$ cat src/core_regs_params.svh
// Purpose: offsets, fields and reset values
// Assumes: 8-bit register port, byte offsets as printed
// Notes:   definitions only
`ifndef CORE_REGS_PARAMS_SVH
`define CORE_REGS_PARAMS_SVH

// register offsets, both banks where mirrored
`define ADDR_TIMER        8'h01
`define ADDR_STATUS_B0    8'h03
`define ADDR_STATUS_B1    8'h83
`define ADDR_IC_B0        8'h0B
`define ADDR_IC_B1        8'h8B
`define ADDR_OPTION       8'h81
`define ADDR_PERIPH_FLAGS 8'h0C
`define ADDR_PERIPH_EN    8'h8C

// status fields
`define ST_CARRY   0
`define ST_DIGIT   1
`define ST_ZERO    2
`define ST_PWD     3
`define ST_TMO     4
`define ST_BANK    5

// option fields
`define OP_RATE_LSB 0
`define OP_ASSIGN   3
`define OP_SRC_EDGE 4
`define OP_CLK_SRC  5
`define OP_INT_EDGE 6
`define OP_PU_DIS   7

// interrupt control fields
`define IC_PCF  0
`define IC_EXTF 1
`define IC_TOVF 2
`define IC_PCE  3
`define IC_EXTE 4
`define IC_TOVE 5
`define IC_PGEN 6
`define IC_GEN  7

// implemented peripheral bits
`define PERIPH_MASK 8'hC9

// reset values
`define RST_STATUS  8'h18
`define RST_OPTION  8'hFF
`define RST_INTERRUPT_CONTROL  8'h00
`define RST_PERIPH  8'h00
`define RST_TIMER   8'h00

`endif

$ cat src/core_regs_pkg.sv
// Purpose: types shared by the core register group
// Assumes: nothing
// Notes:   flag-reporting operation class
package core_regs_pkg;
    typedef enum logic [2:0] {
        ALU_ADD   = 3'h0,
        ALU_SUB   = 3'h1,
        ALU_LOGIC = 3'h2,
        ALU_ROTL  = 3'h3,
        ALU_ROTR  = 3'h4
    } alu_op_e;
endpackage

$ cat src/core_status_option_irq_regs.sv
// Purpose: status, option, interrupt control and peripheral enable/flag registers
// Assumes: mclk_i is the instruction clock; pins are asynchronous
// Notes:   timer and prescaler live here
`timescale 1ns/10ps
`default_nettype none
`include "core_regs_params.svh"

// Contract
// - flag-updating instructions override written flags
// - timeout and powerdown flags are read-only
// - bank select picks upper or lower bank
// - timeout and powerdown flags follow power events
// - zero flag follows result being zero
// - digit carry from low nibble, inverted borrow
// - carry from MSB, subtract via two's complement
// - rotates load carry with shifted-out bit
// - pull-up disable overrides per-pin enables
// - edge select chooses external interrupt edge
// - timer source internal or pin, edge selectable
// - prescaler goes to watchdog or timer
// - rate divides 2^(n+1) timer, 2^n watchdog
// - flags set regardless of enables
// - global and peripheral enables gate interrupts
// - timer rollover sets overflow flag
// - selected pin edge sets external flag
// - port pin change sets change flag
// - peripheral enable holds four bits only
// - peripheral flags set by events, software clears
module core_status_option_irq_regs
    import core_regs_pkg::*;
(
    input  wire logic       mclk_i,
    input  wire logic       rst_i,
    input  wire logic [7:0] reg_addr_i,
    input  wire logic [7:0] reg_wdata_i,
    input  wire logic       reg_wr_i,
    input  wire logic       reg_rd_i,
    output logic      [7:0] reg_rdata_o,
    input  wire logic       alu_valid_i,
    input  wire alu_op_e    alu_op_i,
    input  wire logic [7:0] alu_a_i,
    input  wire logic [7:0] alu_b_i,
    input  wire logic [7:0] alu_result_i,
    input  wire logic       watchdog_clear_instr_i,
    input  wire logic       sleep_instr_i,
    input  wire logic       watchdog_timeout_i,
    input  wire logic       watchdog_tick_i,
    input  wire logic       ext_irq_pin_i,
    input  wire logic       ext_timer_clock_pin_i,
    input  wire logic [5:0] port_pins_i,
    input  wire logic [5:0] pin_change_mask_i,
    input  wire logic [5:0] pullup_latch_i,
    input  wire logic       mem_write_done_i,
    input  wire logic       conversion_done_i,
    input  wire logic       comparator_change_i,
    input  wire logic       wide_timer_overflow_i,
    output logic            bank_select_o,
    output logic      [5:0] pullup_en_o,
    output logic            watchdog_prescaled_o,
    output logic            irq_o
);

    // ******************************
    // helpers
    // ******************************

    // mask ending one divided period
    function automatic logic [7:0] rate_mask(input logic [2:0] n, input logic plus_one);
        logic [8:0] m;
        m = (9'h001 << ({6'h00, n} + {8'h00, plus_one})) - 9'h001;
        return m[7:0];
    endfunction

    // decode for read and write
    function automatic logic hit(input logic [7:0] a, input logic [7:0] b0, input logic [7:0] b1);
        return (a == b0) || (a == b1);
    endfunction

    // ******************************
    // registers and decode
    // ******************************

    logic [7:0] status;
    logic [7:0] option;
    logic [7:0] ictl;
    logic [7:0] periph_en;
    logic [7:0] periph_flags;
    logic [7:0] timer;
    logic [7:0] prescale_cnt;
    logic [5:0] changed_pins;

    logic wr_status;
    logic wr_ictl;
    logic wr_option;
    logic wr_pen;
    logic wr_pflags;
    logic wr_timer;

    // write strobes per register, mirrors included
    assign wr_status = reg_wr_i && hit(reg_addr_i, `ADDR_STATUS_B0, `ADDR_STATUS_B1);
    assign wr_ictl   = reg_wr_i && hit(reg_addr_i, `ADDR_IC_B0, `ADDR_IC_B1);
    assign wr_option = reg_wr_i && (reg_addr_i == `ADDR_OPTION);
    assign wr_pen    = reg_wr_i && (reg_addr_i == `ADDR_PERIPH_EN);
    assign wr_pflags = reg_wr_i && (reg_addr_i == `ADDR_PERIPH_FLAGS);
    assign wr_timer  = reg_wr_i && (reg_addr_i == `ADDR_TIMER);

    // ******************************
    // flag computation
    // ******************************

    logic [8:0] sum9;
    logic [4:0] sum5;
    logic [7:0] opnd_b;
    logic       cin;
    logic       upd_z;
    logic       upd_dc;
    logic       upd_c;
    logic       new_z;
    logic       new_dc;
    logic       new_c;

    // subtract adds the two's complement of b
    always_comb begin
        opnd_b = (alu_op_i == ALU_SUB) ? ~alu_b_i : alu_b_i;
        cin    = (alu_op_i == ALU_SUB);
        sum9   = {1'b0, alu_a_i} + {1'b0, opnd_b} + {8'h00, cin};
        sum5   = {1'b0, alu_a_i[3:0]} + {1'b0, opnd_b[3:0]} + {4'h0, cin};
        upd_z  = 1'b0;
        upd_dc = 1'b0;
        upd_c  = 1'b0;
        new_z  = (alu_result_i == 8'h00);
        new_dc = sum5[4];
        new_c  = sum9[8];
        case (alu_op_i)
            ALU_ADD, ALU_SUB: begin
                upd_z  = 1'b1;
                upd_dc = 1'b1;
                upd_c  = 1'b1;
                new_z  = (sum9[7:0] == 8'h00);
            end
            ALU_LOGIC: begin
                upd_z = 1'b1;
            end
            ALU_ROTL: begin
                upd_c = 1'b1;
                new_c = alu_a_i[7];
            end
            ALU_ROTR: begin
                upd_c = 1'b1;
                new_c = alu_a_i[0];
            end
            default: begin
                upd_z = 1'b0;
            end
        endcase
    end

    // ******************************
    // status register
    // ******************************

    // instruction flags beat a same-cycle write
    always_ff @(posedge mclk_i or posedge rst_i) begin
        if (rst_i) begin
            status <= `RST_STATUS;
        end else begin
            if (wr_status) begin
                status[7:5]         <= reg_wdata_i[7:5];
                status[`ST_ZERO]    <= reg_wdata_i[`ST_ZERO];
                status[`ST_DIGIT]   <= reg_wdata_i[`ST_DIGIT];
                status[`ST_CARRY]   <= reg_wdata_i[`ST_CARRY];
            end
            if (alu_valid_i && upd_z) begin
                status[`ST_ZERO] <= new_z;
            end
            if (alu_valid_i && upd_dc) begin
                status[`ST_DIGIT] <= new_dc;
            end
            if (alu_valid_i && upd_c) begin
                status[`ST_CARRY] <= new_c;
            end
            // power flags ignore writes
            if (watchdog_timeout_i) begin
                status[`ST_TMO] <= 1'b0;
            end else if (watchdog_clear_instr_i || sleep_instr_i) begin
                status[`ST_TMO] <= 1'b1;
            end
            if (sleep_instr_i) begin
                status[`ST_PWD] <= 1'b0;
            end else if (watchdog_clear_instr_i) begin
                status[`ST_PWD] <= 1'b1;
            end
        end
    end

    // bank for direct addressing
    always_ff @(posedge mclk_i or posedge rst_i) begin
        if (rst_i) begin
            bank_select_o <= 1'(`RST_STATUS >> `ST_BANK);
        end else begin
            bank_select_o <= wr_status ? reg_wdata_i[`ST_BANK] : status[`ST_BANK];
        end
    end

    // ******************************
    // option register and pull-ups
    // ******************************

    always_ff @(posedge mclk_i or posedge rst_i) begin
        if (rst_i) begin
            option <= `RST_OPTION;
        end else if (wr_option) begin
            option <= reg_wdata_i;
        end
    end

    // disable overrides per-pin latches
    always_ff @(posedge mclk_i or posedge rst_i) begin
        if (rst_i) begin
            pullup_en_o <= 6'h00;
        end else begin
            pullup_en_o <= option[`OP_PU_DIS] ? 6'h00 : pullup_latch_i;
        end
    end

    // ******************************
    // pin synchronisers
    // ******************************

    logic [7:0] sync1;
    logic [7:0] sync2;
    logic [7:0] sync3;

    // three stages; a change counts when stages two and three differ
    always_ff @(posedge mclk_i or posedge rst_i) begin
        if (rst_i) begin
            sync1 <= 8'h00;
            sync2 <= 8'h00;
            sync3 <= 8'h00;
        end else begin
            sync1 <= {ext_timer_clock_pin_i, ext_irq_pin_i, port_pins_i};
            sync2 <= sync1;
            sync3 <= sync2;
        end
    end

    logic [5:0] pin_toggle;
    logic       ext_rise;
    logic       ext_fall;
    logic       tpin_rise;
    logic       tpin_fall;
    logic       ext_event;

    assign pin_toggle = sync2[5:0] ^ sync3[5:0];
    assign ext_rise   = sync2[6] & ~sync3[6];
    assign ext_fall   = ~sync2[6] & sync3[6];
    assign tpin_rise  = sync2[7] & ~sync3[7];
    assign tpin_fall  = ~sync2[7] & sync3[7];
    assign ext_event  = option[`OP_INT_EDGE] ? ext_rise : ext_fall;

    // ******************************
    // timer and shared prescaler
    // ******************************

    logic       src_tick;
    logic       pre_in;
    logic       pre_out;
    logic       tmr_inc;
    logic       tmr_roll;
    logic [7:0] pmask;

    // pin edge or every cycle; edge one means falling
    assign src_tick = option[`OP_CLK_SRC] ?
                      (option[`OP_SRC_EDGE] ? tpin_fall : tpin_rise) : 1'b1;
    assign pre_in   = option[`OP_ASSIGN] ? watchdog_tick_i : src_tick;
    assign pmask    = rate_mask(option[2:0], ~option[`OP_ASSIGN]);
    assign pre_out  = pre_in && ((prescale_cnt & pmask) == pmask);
    assign tmr_inc  = option[`OP_ASSIGN] ? src_tick : pre_out;
    assign tmr_roll = tmr_inc && (timer == 8'hFF) && !wr_timer;

    // timer write restarts prescaler
    always_ff @(posedge mclk_i or posedge rst_i) begin
        if (rst_i) begin
            prescale_cnt <= 8'h00;
        end else if (wr_timer) begin
            prescale_cnt <= 8'h00;
        end else if (pre_in) begin
            prescale_cnt <= pre_out ? 8'h00 : prescale_cnt + 8'h01;
        end
    end

    always_ff @(posedge mclk_i or posedge rst_i) begin
        if (rst_i) begin
            timer <= `RST_TIMER;
        end else if (wr_timer) begin
            timer <= reg_wdata_i;
        end else if (tmr_inc) begin
            timer <= timer + 8'h01;
        end
    end

    // watchdog tick, divided only when the prescaler is assigned to the watchdog
    always_ff @(posedge mclk_i or posedge rst_i) begin
        if (rst_i) begin
            watchdog_prescaled_o <= 1'b0;
        end else begin
            watchdog_prescaled_o <= option[`OP_ASSIGN] ? pre_out : watchdog_tick_i;
        end
    end

    // ******************************
    // interrupt control
    // ******************************

    // events set flags whatever the enables; set wins
    always_ff @(posedge mclk_i or posedge rst_i) begin
        if (rst_i) begin
            ictl <= `RST_INTERRUPT_CONTROL;
        end else begin
            if (wr_ictl) begin
                ictl <= reg_wdata_i;
            end
            if (tmr_roll) begin
                ictl[`IC_TOVF] <= 1'b1;
            end
            if (ext_event) begin
                ictl[`IC_EXTF] <= 1'b1;
            end
            if (|pin_toggle) begin
                ictl[`IC_PCF] <= 1'b1;
            end
        end
    end

    // pins changed since the flag was cleared
    always_ff @(posedge mclk_i or posedge rst_i) begin
        if (rst_i) begin
            changed_pins <= 6'h00;
        end else if (wr_ictl && !reg_wdata_i[`IC_PCF]) begin
            changed_pins <= pin_toggle;
        end else begin
            changed_pins <= changed_pins | pin_toggle;
        end
    end

    // ******************************
    // peripheral enables and flags
    // ******************************

    always_ff @(posedge mclk_i or posedge rst_i) begin
        if (rst_i) begin
            periph_en <= `RST_PERIPH;
        end else if (wr_pen) begin
            periph_en <= reg_wdata_i & `PERIPH_MASK;
        end
    end

    logic [7:0] periph_events;

    assign periph_events = {mem_write_done_i, conversion_done_i, 2'b00,
                            comparator_change_i, 2'b00, wide_timer_overflow_i};

    // events set flags; software clears by writing zero
    always_ff @(posedge mclk_i or posedge rst_i) begin
        if (rst_i) begin
            periph_flags <= `RST_PERIPH;
        end else begin
            periph_flags <= ((wr_pflags ? reg_wdata_i : periph_flags) | periph_events)
                            & `PERIPH_MASK;
        end
    end

    // ******************************
    // interrupt request
    // ******************************

    logic core_req;
    logic periph_req;

    assign core_req   = (ictl[`IC_TOVE] & ictl[`IC_TOVF])
                      | (ictl[`IC_EXTE] & ictl[`IC_EXTF])
                      | (ictl[`IC_PCE] & ictl[`IC_PCF]
                         & |(changed_pins & pin_change_mask_i));
    assign periph_req = ictl[`IC_PGEN] & |(periph_en & periph_flags);

    always_ff @(posedge mclk_i or posedge rst_i) begin
        if (rst_i) begin
            irq_o <= 1'b0;
        end else begin
            irq_o <= ictl[`IC_GEN] & (core_req | periph_req);
        end
    end

    // ******************************
    // read port
    // ******************************

    // data one cycle after the strobe; unmapped reads zero
    always_ff @(posedge mclk_i or posedge rst_i) begin
        if (rst_i) begin
            reg_rdata_o <= 8'h00;
        end else if (reg_rd_i) begin
            if (hit(reg_addr_i, `ADDR_STATUS_B0, `ADDR_STATUS_B1)) begin
                reg_rdata_o <= status;
            end else if (hit(reg_addr_i, `ADDR_IC_B0, `ADDR_IC_B1)) begin
                reg_rdata_o <= ictl;
            end else if (reg_addr_i == `ADDR_OPTION) begin
                reg_rdata_o <= option;
            end else if (reg_addr_i == `ADDR_PERIPH_EN) begin
                reg_rdata_o <= periph_en;
            end else if (reg_addr_i == `ADDR_PERIPH_FLAGS) begin
                reg_rdata_o <= periph_flags;
            end else if (reg_addr_i == `ADDR_TIMER) begin
                reg_rdata_o <= timer;
            end else begin
                reg_rdata_o <= 8'h00;
            end
        end else begin
            reg_rdata_o <= 8'h00;
        end
    end

endmodule // core_status_option_irq_regs

`default_nettype wire

$ cat config.mk
export PLATFORM = sky130hd
export DESIGN_NAME = core_status_option_irq_regs
export DESIGN_NICKNAME = d
export VERILOG_FILES = /design/src/core_regs_pkg.sv /design/src/core_status_option_irq_regs.sv
export VERILOG_INCLUDE_DIRS = /design/src
export SDC_FILE = /design/constraint.sdc
export NUM_CORES = 1
export LEC_CHECK = 0
export BUFFER_PORTS_ARGS = -buffer_cell sky130_fd_sc_hd__buf_2
export CAP_MARGIN = 20
export CORE_ASPECT_RATIO = 1.1
export CORE_MARGIN = 10
export CORE_UTILIZATION = 55
export CTS_CLUSTER_SIZE = 20
export DETAILED_ROUTE_END_ITERATION = 8
export HOLD_SLACK_MARGIN = 0.15
export PLACE_DENSITY = 0.8
export SYNTH_ARGS = -nofsm -noshare
export SYNTH_HDL_FRONTEND = slang
export SYNTH_SLANG_ARGS = --single-unit
$ cat constraint.sdc
create_clock -name mclk_i -period 3.9 [get_ports mclk_i]
set_input_delay 0.195 -clock mclk_i [delete_from_list [all_inputs] [get_ports mclk_i]]
set_output_delay 0.195 -clock mclk_i [all_outputs]
set_load 0.02 [all_outputs]
==> summary.md <==
| Metric | Value |
|---|---|
| Outcome | finished clean |
| Final TNS setup | 0 ns |
| Post-synth EDFFs | 0 |
| Flop pwr share | 50.0% |
| Core Region | 8410 sq um |
| Cells along the critical path | inv_1 > ha_1 > ha_1 > or2_4 > o21ai_4 > nand3b_1 > ha_1 > inv_1 > nor2_1 > a221oi_2 > and3_1 > a22oi_2 > or4_1 > a31oi_1 |
| Antenna-violating nets left | 0 |
| Synth-to-layout area growth | 23.3% |
| FP Rows | 35 |
| Final setup fails | 0 |
| Post-synth net total | 543 |
| Peak supply drop | 0.318 mV |
| Unrepaired setup endpoints after global routing | false |
| Worst Setup SP | option[3]$_DFFE_PP1P_ |
| Vias in the first global route | 4281 |
| Synth area leader | dfrtp_1 |
| 1st-iter DRT viols | 235 |
| CP max stage delay | 0.58 ns |
| Slew headroom | 37.5% |
| Arr. time, crit path | 3.94 ns |
| Clock power share | 27.5% |
| Largest net degree at the start of global routing | 51 |
| Cell with the most instances after synthesis | dfrtp_1 |
| FF-to-FF Start | option[3]$_DFFE_PP1P_ |
| I/O pin cnt | 93 |
| Largest cells by area after synthesis | dfrtp_1 45%, dfstp_2 5.5%, nand2_1 3.8% |
| CTS buffer count | 9 |
| Post-Syn Area per Cell | 10.5 sq um |
| Vias | 4038 |
| Input/output buffers | 92 |
| Crit path kind | reg -> reg |
| Cell count after synthesis | 454 |
| Worst path depth | 14 |
| Gr usage total | 19.3% |
| Root buf cell | clkbuf_8 |
| Post-route setup slack | 0.267 ns |
| # DRC | 0 |
| GP Congestion | 0.906 |
| Pins over their slew limit | 0 |
| DRT Pass-1 Iters | 7 |
| Clk slew on worst S/H paths | 0.11 ns |
| CP endpoint kind | register |
| Wire per inst | 17.1 microns |
| Endpoints failing hold | 0 |
| Crit path time final | 3.63 ns |
| Initial antenna violation count | 0 |
| P_sw | 0.811 mW |
| Latest clock arrival within the worst-skew pair | 0.38 ns |
| Register area share after synthesis | 50.1% |
| Main synth FF type | dfrtp_1 |
| CTS Sinks | 95 |
| Comb power frac | 22.5% |
| Slowest cell on the critical path | dfstp_2 |
| Synth cell count leaders | 85 x dfrtp_1, 48 x nand2_1, 30 x nor2_1 |
| Buffers & Inverters on Critical Path | 2 |
| P_int | 1.60 mW |
| Die ar. | 12800 sq um |
| CTS tree | yes |
| Startpoint types | register |
| CTS HTree Levels | 3 |
| #FFs+latches synth | 95 |
| WL final | 11900 microns |
| Pwr per Cell Area | 410 nW/um^2 |
| Hold Path Cell Cnt | 3 |
| Layout cells sized above 1 | 24.5% |
| Min-delay src | alu_op_i[2] |
| Die X | 109 microns |
| Min Hold Slack | 0.213 ns |
| Synth top area share | 44.6% |
| Worst slack, placed | 0.332 ns |
| GRT overflow | 0 |
| CP Max Fanout | 15 |
| Layout net count | 672 |
| R2R depth | 14 |
| Cell area after synthesis | 4770 sq um |
| Worst slew pin tran | 0.930 ns |
| Layout fillers | 667 |
| CP required | 4.21 ns |
| Yosys warning count | 0 |
| Max Buffers Root-to-Sink | 2 |
| Hold Path Class | in -> reg |
| HPWL after DPL | 8670 microns |
| Ys async rst share | 100% |
| Initial Util | 56.7% |
| Tcrit/Tclk final | 93.2% |
| Delay-heaviest family, CP | simple AND/OR/NAND/NOR gates |
| Die Y | 118 microns |
| First-pass GRT wire length | 20200 microns |
| Max Clock Freq | 0.275 GHz |
| Worst Clk Skew | 0.0178 ns |
| Leakage | 2.70 nW |
| Max cap viols | 0 |
| Drt via density | 5.77 |
| Sw Ratio | 33.6% |
| Number of unique standard cell types used by synthesis | 63 |
| Most frequent CP cell | ha_1 |
[timing repair]
| item | 4_1_cts | 5_1_grt |
|---|---|---|
| hold endpoints to repair | 101 | 0 |
| setup buffers | 0 | 0 |
| resized for setup | 0 | 0 |
| hold buffers | 34 | 0 |
[layout by cell type, fill, tap and decap left out, drive strengths merged, types with 8 or more instances in the layout]
cell type / n
xor2: 18
a21oi: 9
nor4: 8
a21o: 10
a31oi: 10
dlygate4sd3: 34
dfstp: 10
nand3: 18
inv: 17
mux2i: 14
and2: 9
o22ai: 8
mux2: 14
dfrtp: 85
clkbuf: 9
nand2: 48
nor2b: 13
a22oi: 8
o21ai: 26
buf: 94
ha: 12
nor2: 30
[registers in the layout, summed over array words and instances (netlist names)]
register	cells
periph_flags	4
sync3	8
periph_en	4
reg_rdata_o	8
prescale_cnt	8
sync2	8
changed_pins	6
ictl	8
irq_o	1
option	8
timer	8
bank_select_o	1
pullup_en_o	6
sync1	8
status	8
watchdog_prescaled_o	1
[stage by stage]
step	util [%]	std cells	cell area, sq um	total power, mW
floorplan	-	454	4770	1.58
global placement	63.4	649	5330	1.70
detailed placement	63.4	649	5330	1.73
CTS	69.9	699	5880	2.42
global route	69.9	699	5880	2.55
finish	70.0	700	5880	2.41
[final cells by class]
class | count | area (sq um) | share of cell area, %
Antenna cell | 1 | 2.50 | 0.0425
Clock buffer | 9 | 124 | 2.11
Sequential cell | 95 | 2390 | 40.6
Timing Repair Buffer | 128 | 816 | 13.9
Multi-Input combinational cell | 333 | 2270 | 38.5
Clock inverter | 7 | 83.8 | 1.43
Inverter | 16 | 61.3 | 1.04
Tap cell | 111 | 139 | 2.36
[per-layer routing]
metal,GRT usage [%],up-vias,routed length [microns]
met5,0,-,0
met4,6.35,0,200
met3,3.94,17,719
met2,33.6,146,6200
met1,22.7,1960,4820
li1,-,1915,-
[power by group through the flow]
stage                     Sequential [mW]  Combinational, mW  Clock, mW
after floorplan                      1.19              0.385          0
after global routing                 1.22              0.612      0.714
after detailed placement             1.22              0.510          0
after CTS                            1.20              0.540      0.675
final                                1.21              0.542      0.662
after global placement               1.21              0.487          0
[worst reg2reg max path: cells and delay by family, from the launching register on]
kind,cells,cell delay (ns)
simple gates,5,1.23
compound gates,4,0.80
fa+ha+maj,3,0.73
flops,1,0.58
buf+inv,2,0.22
[logic make-up (layout without fill, tap and decap cells)]
kind of cell	after synthesis	in the layout	share of synthesized area (%)
adders and majority gates	13	13	3.57
xor gates and xnor gates	23	23	4.22
AOI/OAI and AO/OA	109	109	16.2
other	0	1	0
muxes	28	28	6.24
DFF	95	95	50.1
and+or+nand+nor	160	160	17.3
buffers and inverters	26	160	2.41
[path summary, 6_finish.rpt]
path                       slack [ns]                          end
hold reg to reg                  0.36           sync2[7]$_DFF_PP0_
hold / removal                   0.21        status[0]$_DFFE_PP0P_
setup reg to reg                 0.27         timer[7]$_DFFE_PP0P_
max in group asynchronous        2.34  prescale_cnt[1]$_DFFE_PP0P_
setup / recovery                 0.27         timer[7]$_DFFE_PP0P_
min in group asynchronous        0.50        status[7]$_DFFE_PP0P_
Power figures use the tool's default switching activity.
